===== src/rtl/dls_cfg.svh =====
// Purpose: constants of the line setting register bank
// Assumes: 200 MHz pclk, APB byte addresses
// Notes: definitions only
`ifndef DLS_CFG_SVH
`define DLS_CFG_SVH

// ==========================================
// register byte offsets
`define DLS_OFF_MON 8'h00
`define DLS_OFF_HOOK 8'h04
`define DLS_OFF_TERM 8'h08
`define DLS_OFF_STAT 8'h0c

// ==========================================
// field positions
`define DLS_MON_RX_LSB 2
`define DLS_MON_TX_LSB 0
`define DLS_HOOK_SPD_LSB 4
`define DLS_HOOK_LOOP_CURRENT_LIMIT_EN_BIT 3
`define DLS_HOOK_RZ_BIT 2
`define DLS_HOOK_RT_BIT 0
`define DLS_TERM_MINI_LSB 6
`define DLS_TERM_DCV_LSB 4
`define DLS_TERM_ACT_LSB 0
`define DLS_STAT_BUSY_BIT 0

// ==========================================
// reset values and writable masks
`define DLS_RST_MON 8'h0f
`define DLS_RST_HOOK 8'h00
`define DLS_RST_TERM 8'hf0
`define DLS_RST_MIN_MA 5'h10
`define DLS_RST_BIAS_MV 12'hdac
`define DLS_MASK_MON 8'h0f
`define DLS_MASK_HOOK 8'h3f

// ==========================================
// timing
`define DLS_CLK_MHZ 200
`define DLS_T_SLOW_US 20000
`define DLS_T_MED_US 3000
`define DLS_FAST_CYC 1

`endif


===== src/rtl/dls_pkg.sv =====
// Purpose: types of the line setting register bank
// Assumes: nothing
// Notes: constants live in dls_cfg.svh
`default_nettype none
package dls_pkg;

  // ==========================================
  // settings as stored
  typedef struct packed {
    logic [1:0] rx_monitor_gain;
    logic [1:0] tx_monitor_gain;
    logic [1:0] hook_release_speed;
    logic loop_current_limit_en;
    logic ringer_impedance_sel;
    logic ring_threshold_sel;
    logic [1:0] min_loop_current;
    logic [1:0] tip_ring_voltage;
    logic [3:0] ac_termination_sel;
  } dls_line_cfg_t;

  // ==========================================
  // decoded monitor levels, attenuation in dB
  typedef struct packed {
    logic rx_mute;
    logic [4:0] rx_atten_db;
    logic tx_mute;
    logic [4:0] tx_atten_db;
  } dls_monitor_t;

  typedef enum logic [2:0] {
    DLS_TERM_REAL600,
    DLS_TERM_GLOBAL_NO_NZ,
    DLS_TERM_NZ,
    DLS_TERM_GLOBAL,
    DLS_TERM_UNDEFINED
  } dls_term_kind_t;

endpackage
`default_nettype wire


===== src/rtl/dls_regs.sv =====
// Purpose: line setting register bank behind an APB slave
// Assumes: one clock, pclk at 200 MHz; host keeps reserved bits
// Notes: one wait state on every access
`timescale 1ns/100ps
`include "dls_cfg.svh"
`default_nettype none

module dls_regs #(
  parameter int unsigned HOOK_SLOW_CYC = `DLS_T_SLOW_US * `DLS_CLK_MHZ,
  parameter int unsigned HOOK_MED_CYC = `DLS_T_MED_US * `DLS_CLK_MHZ
) (
  // clock and reset
  input wire logic pclk,
  input wire logic presetn,
  // apb slave
  input wire logic psel,
  input wire logic penable,
  input wire logic pwrite,
  input wire logic [7:0] paddr,
  input wire logic [31:0] pwdata,
  output logic [31:0] prdata,
  output logic pready,
  output logic pslverr,
  // settings toward the line side
  output dls_pkg::dls_line_cfg_t line_cfg,
  output dls_pkg::dls_monitor_t monitor,
  output logic [4:0] min_loop_ma,
  output logic [11:0] line_bias_mv,
  output dls_pkg::dls_term_kind_t ac_term_kind,
  // hook release timing
  output logic hook_release_busy,
  output logic hook_release_done
);

  // ==========================================
  // decode helpers
  function automatic logic is_mapped(input logic [7:0] a);
    is_mapped = (a == `DLS_OFF_MON) || (a == `DLS_OFF_HOOK) ||
      (a == `DLS_OFF_TERM) || (a == `DLS_OFF_STAT);
  endfunction

  // gain code to attenuation, base 0 for rx and 18 for tx
  function automatic logic [4:0] atten_db(input logic [1:0] code,
                                          input logic [4:0] base);
    atten_db = base + 5'(code) * 5'h06;
  endfunction

  function automatic logic [31:0] hook_cycles(input logic [1:0] spd);
    if (spd[1]) begin
      hook_cycles = 32'(HOOK_SLOW_CYC);
    end else if (spd[0]) begin
      hook_cycles = 32'(HOOK_MED_CYC);
    end else begin
      hook_cycles = 32'(`DLS_FAST_CYC);
    end
  endfunction

  // ==========================================
  // registers
  logic [7:0] mon_q;
  logic [7:0] hook_q;
  logic [7:0] term_q;
  logic [31:0] hook_cnt_q;
  logic busy_q;
  logic done_q;
  logic pready_q;
  logic pslverr_q;
  logic [31:0] prdata_q;
  dls_pkg::dls_monitor_t monitor_q;
  logic [4:0] min_ma_q;
  logic [11:0] bias_mv_q;
  dls_pkg::dls_term_kind_t term_kind_q;

  logic access;
  logic wr_ok;
  logic [31:0] rd_d;

  // ==========================================
  // apb handshake
  // one wait state keeps pready and prdata straight from flops
  assign access = psel && penable;
  assign wr_ok = access && pready_q && pwrite && is_mapped(paddr);

  always_ff @(posedge pclk or negedge presetn) begin
    if (!presetn) begin
      pready_q <= 1'b0;
    end else begin
      pready_q <= access && !pready_q;
    end
  end

  always_ff @(posedge pclk or negedge presetn) begin
    if (!presetn) begin
      pslverr_q <= 1'b0;
    end else begin
      pslverr_q <= access && !pready_q && !is_mapped(paddr);
    end
  end

  always_comb begin
    rd_d = 32'h0000_0000;
    unique case (paddr)
      `DLS_OFF_MON: rd_d = {24'h00_0000, mon_q & `DLS_MASK_MON};
      `DLS_OFF_HOOK: rd_d = {24'h00_0000, hook_q & `DLS_MASK_HOOK};
      `DLS_OFF_TERM: rd_d = {24'h00_0000, term_q};
      `DLS_OFF_STAT: rd_d = {31'h0000_0000, busy_q};
      default: rd_d = 32'h0000_0000;
    endcase
  end

  always_ff @(posedge pclk or negedge presetn) begin
    if (!presetn) begin
      prdata_q <= 32'h0000_0000;
    end else if (access && !pready_q && !pwrite) begin
      prdata_q <= rd_d;
    end
  end

  // ==========================================
  // setting registers
  // reserved hook bit 1 is stored as written; host keeps it
  always_ff @(posedge pclk or negedge presetn) begin
    if (!presetn) begin
      mon_q <= `DLS_RST_MON;
    end else if (wr_ok && paddr == `DLS_OFF_MON) begin
      mon_q <= pwdata[7:0] & `DLS_MASK_MON;
    end
  end

  always_ff @(posedge pclk or negedge presetn) begin
    if (!presetn) begin
      hook_q <= `DLS_RST_HOOK;
    end else if (wr_ok && paddr == `DLS_OFF_HOOK) begin
      hook_q <= pwdata[7:0] & `DLS_MASK_HOOK;
    end
  end

  always_ff @(posedge pclk or negedge presetn) begin
    if (!presetn) begin
      term_q <= `DLS_RST_TERM;
    end else if (wr_ok && paddr == `DLS_OFF_TERM) begin
      term_q <= pwdata[7:0];
    end
  end

  // ==========================================
  // hook release timer
  // restarts on every write of the hook register, new speed applies
  always_ff @(posedge pclk or negedge presetn) begin
    if (!presetn) begin
      hook_cnt_q <= 32'h0000_0000;
      busy_q <= 1'b0;
      done_q <= 1'b0;
    end else if (wr_ok && paddr == `DLS_OFF_HOOK) begin
      hook_cnt_q <= hook_cycles(pwdata[`DLS_HOOK_SPD_LSB +: 2]);
      busy_q <= 1'b1;
      done_q <= 1'b0;
    end else if (busy_q) begin
      hook_cnt_q <= hook_cnt_q - 32'h0000_0001;
      busy_q <= hook_cnt_q != 32'h0000_0001;
      done_q <= hook_cnt_q == 32'h0000_0001;
    end else begin
      done_q <= 1'b0;
    end
  end

  // ==========================================
  // decoded settings, one cycle behind the registers
  always_ff @(posedge pclk or negedge presetn) begin
    if (!presetn) begin
      monitor_q <= '{1'b1, 5'h00, 1'b1, 5'h00};
    end else begin
      monitor_q.rx_mute <= &mon_q[`DLS_MON_RX_LSB +: 2];
      monitor_q.rx_atten_db <= atten_db(mon_q[`DLS_MON_RX_LSB +: 2], 5'h00);
      monitor_q.tx_mute <= &mon_q[`DLS_MON_TX_LSB +: 2];
      monitor_q.tx_atten_db <= atten_db(mon_q[`DLS_MON_TX_LSB +: 2], 5'h12);
    end
  end

  always_ff @(posedge pclk or negedge presetn) begin
    if (!presetn) begin
      min_ma_q <= `DLS_RST_MIN_MA;
    end else begin
      min_ma_q <= 5'h0a + {2'h0, term_q[`DLS_TERM_MINI_LSB +: 2], 1'b0};
    end
  end

  always_ff @(posedge pclk or negedge presetn) begin
    if (!presetn) begin
      bias_mv_q <= `DLS_RST_BIAS_MV;
    end else begin
      unique case (term_q[`DLS_TERM_DCV_LSB +: 2])
        2'h0: bias_mv_q <= 12'hc1c;
        2'h1: bias_mv_q <= 12'hc80;
        2'h2: bias_mv_q <= 12'hd16;
        2'h3: bias_mv_q <= 12'hdac;
      endcase
    end
  end

  always_ff @(posedge pclk or negedge presetn) begin
    if (!presetn) begin
      term_kind_q <= dls_pkg::DLS_TERM_REAL600;
    end else begin
      unique case (term_q[`DLS_TERM_ACT_LSB +: 4])
        4'h0: term_kind_q <= dls_pkg::DLS_TERM_REAL600;
        4'h3: term_kind_q <= dls_pkg::DLS_TERM_GLOBAL_NO_NZ;
        4'h4: term_kind_q <= dls_pkg::DLS_TERM_NZ;
        4'hf: term_kind_q <= dls_pkg::DLS_TERM_GLOBAL;
        default: term_kind_q <= dls_pkg::DLS_TERM_UNDEFINED;
      endcase
    end
  end

  // ==========================================
  // outputs
  assign prdata = prdata_q;
  assign pready = pready_q;
  assign pslverr = pslverr_q;
  assign monitor = monitor_q;
  assign min_loop_ma = min_ma_q;
  assign line_bias_mv = bias_mv_q;
  assign ac_term_kind = term_kind_q;
  assign hook_release_busy = busy_q;
  assign hook_release_done = done_q;

  assign line_cfg.rx_monitor_gain = mon_q[`DLS_MON_RX_LSB +: 2];
  assign line_cfg.tx_monitor_gain = mon_q[`DLS_MON_TX_LSB +: 2];
  assign line_cfg.hook_release_speed = hook_q[`DLS_HOOK_SPD_LSB +: 2];
  assign line_cfg.loop_current_limit_en = hook_q[`DLS_HOOK_LOOP_CURRENT_LIMIT_EN_BIT];
  assign line_cfg.ringer_impedance_sel = hook_q[`DLS_HOOK_RZ_BIT];
  assign line_cfg.ring_threshold_sel = hook_q[`DLS_HOOK_RT_BIT];
  assign line_cfg.min_loop_current = term_q[`DLS_TERM_MINI_LSB +: 2];
  assign line_cfg.tip_ring_voltage = term_q[`DLS_TERM_DCV_LSB +: 2];
  assign line_cfg.ac_termination_sel = term_q[`DLS_TERM_ACT_LSB +: 4];

  // ==========================================
  // checks
  chk_rx_mute_code: assert property (@(posedge pclk) disable iff (!presetn)
    &mon_q[3:2] |=> monitor_q.rx_mute)
    else $error("rx monitor not muted for code 11");

  chk_rx_atten_value: assert property (@(posedge pclk) disable iff (!presetn)
    mon_q[3:2] == 2'h2 |=> monitor_q.rx_atten_db == 5'h0c)
    else $error("rx monitor attenuation wrong");

  chk_tx_atten_value: assert property (@(posedge pclk) disable iff (!presetn)
    mon_q[1:0] == 2'h0 |=> monitor_q.tx_atten_db == 5'h12 && !monitor_q.tx_mute)
    else $error("tx monitor attenuation wrong");

  chk_mon_upper_zero: assert property (@(posedge pclk) disable iff (!presetn)
    access && !pready_q && !pwrite && paddr == `DLS_OFF_MON |=> prdata_q[7:4] == 4'h0)
    else $error("monitor upper nibble not zero");

  chk_hook_med_time: assert property (@(posedge pclk) disable iff (!presetn)
    wr_ok && paddr == `DLS_OFF_HOOK && pwdata[5:4] == 2'h1
    |=> hook_cnt_q == 32'(HOOK_MED_CYC) && busy_q)
    else $error("hook release count not loaded for 3 ms");

  chk_hook_fast_done: assert property (@(posedge pclk) disable iff (!presetn)
    wr_ok && paddr == `DLS_OFF_HOOK && pwdata[5:4] == 2'h0 |=> ##1 done_q && !busy_q)
    else $error("fast hook release not done in time");

  chk_loop_current_limit_en_follows: assert property (@(posedge pclk) disable iff (!presetn)
    wr_ok && paddr == `DLS_OFF_HOOK |=> line_cfg.loop_current_limit_en == $past(pwdata[3]))
    else $error("current limit enable not written");

  chk_min_loop_ma: assert property (@(posedge pclk) disable iff (!presetn)
    term_q[7:6] == 2'h3 |=> min_ma_q == 5'h10)
    else $error("minimum loop current wrong");

  chk_bias_low: assert property (@(posedge pclk) disable iff (!presetn)
    term_q[5:4] == 2'h0 |=> bias_mv_q == 12'hc1c)
    else $error("bias pin voltage wrong");

  chk_term_nz: assert property (@(posedge pclk) disable iff (!presetn)
    term_q[3:0] == 4'h4 |=> term_kind_q == dls_pkg::DLS_TERM_NZ)
    else $error("nz termination not decoded");

  chk_term_reset: assert property (@(posedge pclk)
    $rose(presetn) |-> term_q == `DLS_RST_TERM && mon_q == `DLS_RST_MON)
    else $error("reset values wrong");

  chk_tx_mute_code: assert property (@(posedge pclk) disable iff (!presetn)
    &mon_q[1:0] |=> monitor_q.tx_mute)
    else $error("tx monitor not muted for code 11");

  chk_rx_atten_zero: assert property (@(posedge pclk) disable iff (!presetn)
    mon_q[3:2] == 2'h0 |=> monitor_q.rx_atten_db == 5'h00 && !monitor_q.rx_mute)
    else $error("rx monitor not at full level");

  chk_mon_reset_mute: assert property (@(posedge pclk)
    $rose(presetn) |-> monitor_q.rx_mute && monitor_q.tx_mute)
    else $error("monitor not muted after reset");

  chk_hook_slow_time: assert property (@(posedge pclk) disable iff (!presetn)
    wr_ok && paddr == `DLS_OFF_HOOK && pwdata[5]
    |=> hook_cnt_q == 32'(HOOK_SLOW_CYC) && busy_q)
    else $error("hook release count not loaded for the slow speed");

  chk_hook_end_pulse: assert property (@(posedge pclk) disable iff (!presetn)
    busy_q && hook_cnt_q == 32'h0000_0001 && !(wr_ok && paddr == `DLS_OFF_HOOK)
    |=> done_q && !busy_q)
    else $error("hook release did not end with done");

  chk_done_one_cycle: assert property (@(posedge pclk) disable iff (!presetn)
    done_q |=> !done_q)
    else $error("hook release done longer than one cycle");

  chk_rz_follows: assert property (@(posedge pclk) disable iff (!presetn)
    wr_ok && paddr == `DLS_OFF_HOOK |=> line_cfg.ringer_impedance_sel == $past(pwdata[2]))
    else $error("ringer impedance select not written");

  chk_rt_follows: assert property (@(posedge pclk) disable iff (!presetn)
    wr_ok && paddr == `DLS_OFF_HOOK |=> line_cfg.ring_threshold_sel == $past(pwdata[0]))
    else $error("ring threshold select not written");

  chk_min_loop_low: assert property (@(posedge pclk) disable iff (!presetn)
    term_q[7:6] == 2'h0 |=> min_ma_q == 5'h0a)
    else $error("lowest minimum loop current wrong");

  chk_bias_high: assert property (@(posedge pclk) disable iff (!presetn)
    term_q[5:4] == 2'h3 |=> bias_mv_q == 12'hdac)
    else $error("highest bias pin voltage wrong");

  chk_term_real600: assert property (@(posedge pclk) disable iff (!presetn)
    term_q[3:0] == 4'h0 |=> term_kind_q == dls_pkg::DLS_TERM_REAL600)
    else $error("real 600 termination not decoded");

endmodule

`default_nettype wire


===== config.mk =====
export PLATFORM = sky130hd
export DESIGN_NAME = dls_regs
export DESIGN_NICKNAME = d
export VERILOG_FILES = /design/src/rtl/dls_pkg.sv /design/src/rtl/dls_regs.sv
export VERILOG_INCLUDE_DIRS = /design/src /design/src/rtl
export SDC_FILE = /design/constraint.sdc
export NUM_CORES = 1
export LEC_CHECK = 0
export BUFFER_PORTS_ARGS = -buffer_cell sky130_fd_sc_hd__buf_4
export CAP_MARGIN = 15
export CELL_PAD_IN_SITES_DETAIL_PLACEMENT = 0
export CELL_PAD_IN_SITES_GLOBAL_PLACEMENT = 1
export CORE_MARGIN = 5
export CORE_UTILIZATION = 40
export DETAILED_ROUTE_END_ITERATION = 8
export PLACE_DENSITY_LB_ADDON = 0.1
export SLEW_MARGIN = 20
export SYNTH_ARGS = -nofsm -noshare
export SYNTH_HDL_FRONTEND = slang
export SYNTH_SLANG_ARGS = --single-unit

===== constraint.sdc =====
create_clock -name pclk -period 3.2 [get_ports pclk]
set_clock_uncertainty 0.15 [all_clocks]
set_input_delay 0.32 -clock pclk [delete_from_list [all_inputs] [get_ports pclk]]
set_output_delay 0.32 -clock pclk [all_outputs]
set_load 0.1 [all_outputs]

==> qor.csv <==
stage,metric,value,unit
pwr,clkPwrFrac,34.0,%
global_routing,track_usage,14.46,%
clock_tree,htreeDepth,3,
final_layout,n_fill_cell,1003,
worst_setup_path,worstPathArrival,2.52,ns
worst_setup_path,cp_max_fo,11,
clock_tree,clk_pin_slew,0.10,ns
logic_synthesis,ys_seq_area_share,52.15,%
final_layout,finalInstanceArea,0.004916,mm2
final_layout,antenna_cells,0,
detailed_routing,ant_nets,0,
detailed_routing,drcViolationCount,0,
sta,relSlewSlack,48.99,%
detailed_routing,vias,2802,
global_routing,grt_overflow_total,0,
flow_run,max-cap-violations,0,
logic_synthesis,synth_ff_type,dfrtp_1,
worst_setup_path,end_kind,flip-flop,
floorplanning,std_cell_rows,37,
worst_setup_path,required,3.26,ns
detailed_routing,first_pass_iters,4,
clock_tree,hold_buffers,2,
placed_design,dp.final_hpwl,6.534,mm
sta,fin_crit_sh,77.10,%
sta,fmax,405.3,MHz
pwr,powerDensity,465.9,mW/mm2
placed_design,port_buffers,73,
floorplanning,start_util,40.71,%
pwr,switching_power,732.3,uW
min_path,hold_class,in2reg,
pwr,switching_share,31.97,%
final_layout,final_cell_count_no_fill,606,
sta,setup_viol,0,
sta,final_max_slew_viol_count,0,
pwr,peakVddDrop,0.0002240,V
logic_synthesis,yosys_warnings,0,
logic_synthesis,synth_edf_count,0,
clock_tree,root_buffer,clkbuf_8,
floorplanning,io_pins,130,
pwr,p_leak,0.002164,uW
detailed_routing,routed_wl,8.857,mm
global_routing,antenna_found_initial,0,
sta,hold_slack,0.02918,ns
pwr,fin_total_pwr,2290,uW
final_layout,layout-drive-gt1-share,28.72,%
logic_synthesis,async_flop_share,100.0,%
global_routing,grt_first_pass_wirelength,14.73,mm
sta,worst_pin_slew,0.7595,ns
placed_design,dp.cells,588,
global_routing,grt_start_max_net_pins,35,
pwr,pwr-share-comb,14.0,%
worst_setup_path,start_kind,flip-flop,
detailed_routing,drt-initial-drc-count,68,
sta,rsz0062_at_grt,false,
placed_design,dpl_cell_area,0.004698,mm2
pwr,p_int,1558,uW
status,outcome,"finished, final reports clean",
global_routing,grt_pass1_vias,2772,
floorplanning,die_y,112.0,um
final_layout,nNetsFinal,522,
logic_synthesis,synth_seq_cells,86,
sta,hold_viol,0,
pwr,power_frac_seq,52.0,%
clock_tree,cts_num_sinks,86,
logic_synthesis,synth_area,0.004165,mm2
logic_synthesis,syn-instance-count,392,
sta,fin_setup_tns,0,ns
logic_synthesis,syn_avg_cell_area,10.63,um2
logic_synthesis,ys_types,41,
clock_tree,cts_inserted_buffers,9,
floorplanning,die_w,112.0,um
clock_tree,cts_resized,0,
floorplanning,coreArea,0.01023,mm2
clock_tree,clk_latency,0.35,ns
sta,fin_crit,2.467,ns
floorplanning,design.die.area,0.01255,mm2
clock_tree,clk_path_buf_depth,2,
final_layout,area_growth,18.02,%
worst_setup_path,worstSetupPathType,reg2reg,
placed_design,place_congestion,0.7827,
clock_tree,cts_tree,yes,
detailed_routing,vias_per_cell,4.624,
detailed_routing,wl_per_cell,14.62,um
clock_tree,post_cts_buffers,0,
## through the flow
step	setup slack, ns	util, %
6_report	0.7329	48.05
5_1_grt	0.6009	48.05
4_1_cts	0.7383	48.05
3_5_place_dp	0.7442	45.92
3_3_place_gp	0.7731	45.92
2_1_floorplan	0.5422	-
## synth_stat cells, types with 7 or more instances
master	instances	area (um2)
mux2_2	11	123.9
clkbuf_1	7	26.28
xnor2_1	9	78.83
xor2_1	24	210.2
inv_1	14	52.55
a21oi_1	16	80.08
nor4_1	7	43.79
nand2_1	39	146.4
dfstp_2	16	420.4
nor3_1	8	40.04
dfrtp_1	70	1752
ha_1	12	150.1
nand3_1	8	40.04
buf_4	38	285.3
o21ai_0	8	40.04
nor2_1	47	176.4
or3_1	8	50.05
## routing by layer
layer	GRT usage (%)	up-vias	part of all wire, %
met5	0	-	0
met2	22.46	65	46
li1	-	1394	-
met4	4.327	0	1.2
met1	20.26	1332	47
met3	3.450	11	5.6
## worst max-delay path, cell delays in order (launching register included)
cell	delay, ns
dfrtp_1	0.44
or4_4	0.60
nor4_4	0.71
nand3_1	0.18
xor2_1	0.17
a21oi_1	0.08
## area by class of cell
cell class,count,area (um2),area share (%)
clock buffer,10,127.6,2.596
clock inverter,6,70.07,1.425
inverter,14,52.55,1.069
multi-input combinational,275,1725,35.10
sequential,86,2172,44.18
tap,136,170.2,3.461
timing repair buffer,79,598.1,12.17
## kinds of logic after synthesis
family	synth area share, %
simple gates	19.56
flops	52.15
buf+inv	9.132
xor+xnor	6.939
compound gates	3.965
mux	4.476
fa+ha+maj	3.605
other cells	0.1803
## worst paths after layout
path	start	depth (start not counted)	end	slack [ns]
worst max-delay path	hook_cnt_q[5]	5	hook_cnt_q[19]	0.73
worst max register to register	hook_cnt_q[5]	5	hook_cnt_q[19]	0.73
min in group asynchronous	presetn	2	monitor[4]	0.29
worst min-delay path	pwdata[0]	3	hook_q[0]	0.03
worst min register to register	mon_q[2]	0	monitor[7]	0.30
max in group asynchronous	presetn	3	mon_q[2]	1.84
## power by group through the flow
| stage | Sequential [uW] | Combinational, uW | Clock (uW) |
|---|---|---|---|
| 3_3_place_gp | 1210 | 317 | 0 |
| 2_1_floorplan | 1220 | 265 | 0 |
| 6_report | 1190 | 320 | 779 |
| 3_5_place_dp | 1210 | 320 | 0 |
| 4_1_cts | 1190 | 322 | 809 |
| 5_1_grt | 1200 | 338 | 861 |
## sequential cells by signal, summed over array words and instances, names as in the netlist, 4 cells and up
| name | flops |
|---|---|
| min_loop_ma | 4 |
| hook_q | 6 |
| hook_cnt_q | 32 |
| term_q | 8 |
| prdata | 8 |
| line_bias_mv | 7 |
| monitor | 10 |
| mon_q | 4 |
## cells in the final DEF (no fill, tap or decap), types with 7 or more instances in the layout
cell and instances:
a21oi_1 16, buf_4 77, clkbuf_8 9, conb_1 32, dfrtp_1 70, dfstp_2 16
ha_1 12, inv_1 14, mux2_2 11, nand2_1 39, nand3_1 8, nor2_1 47
nor3_1 8, nor4_1 7, o21ai_0 8, or3_1 8, xnor2_1 9, xor2_1 24
(Power assumes the default switching activity.)
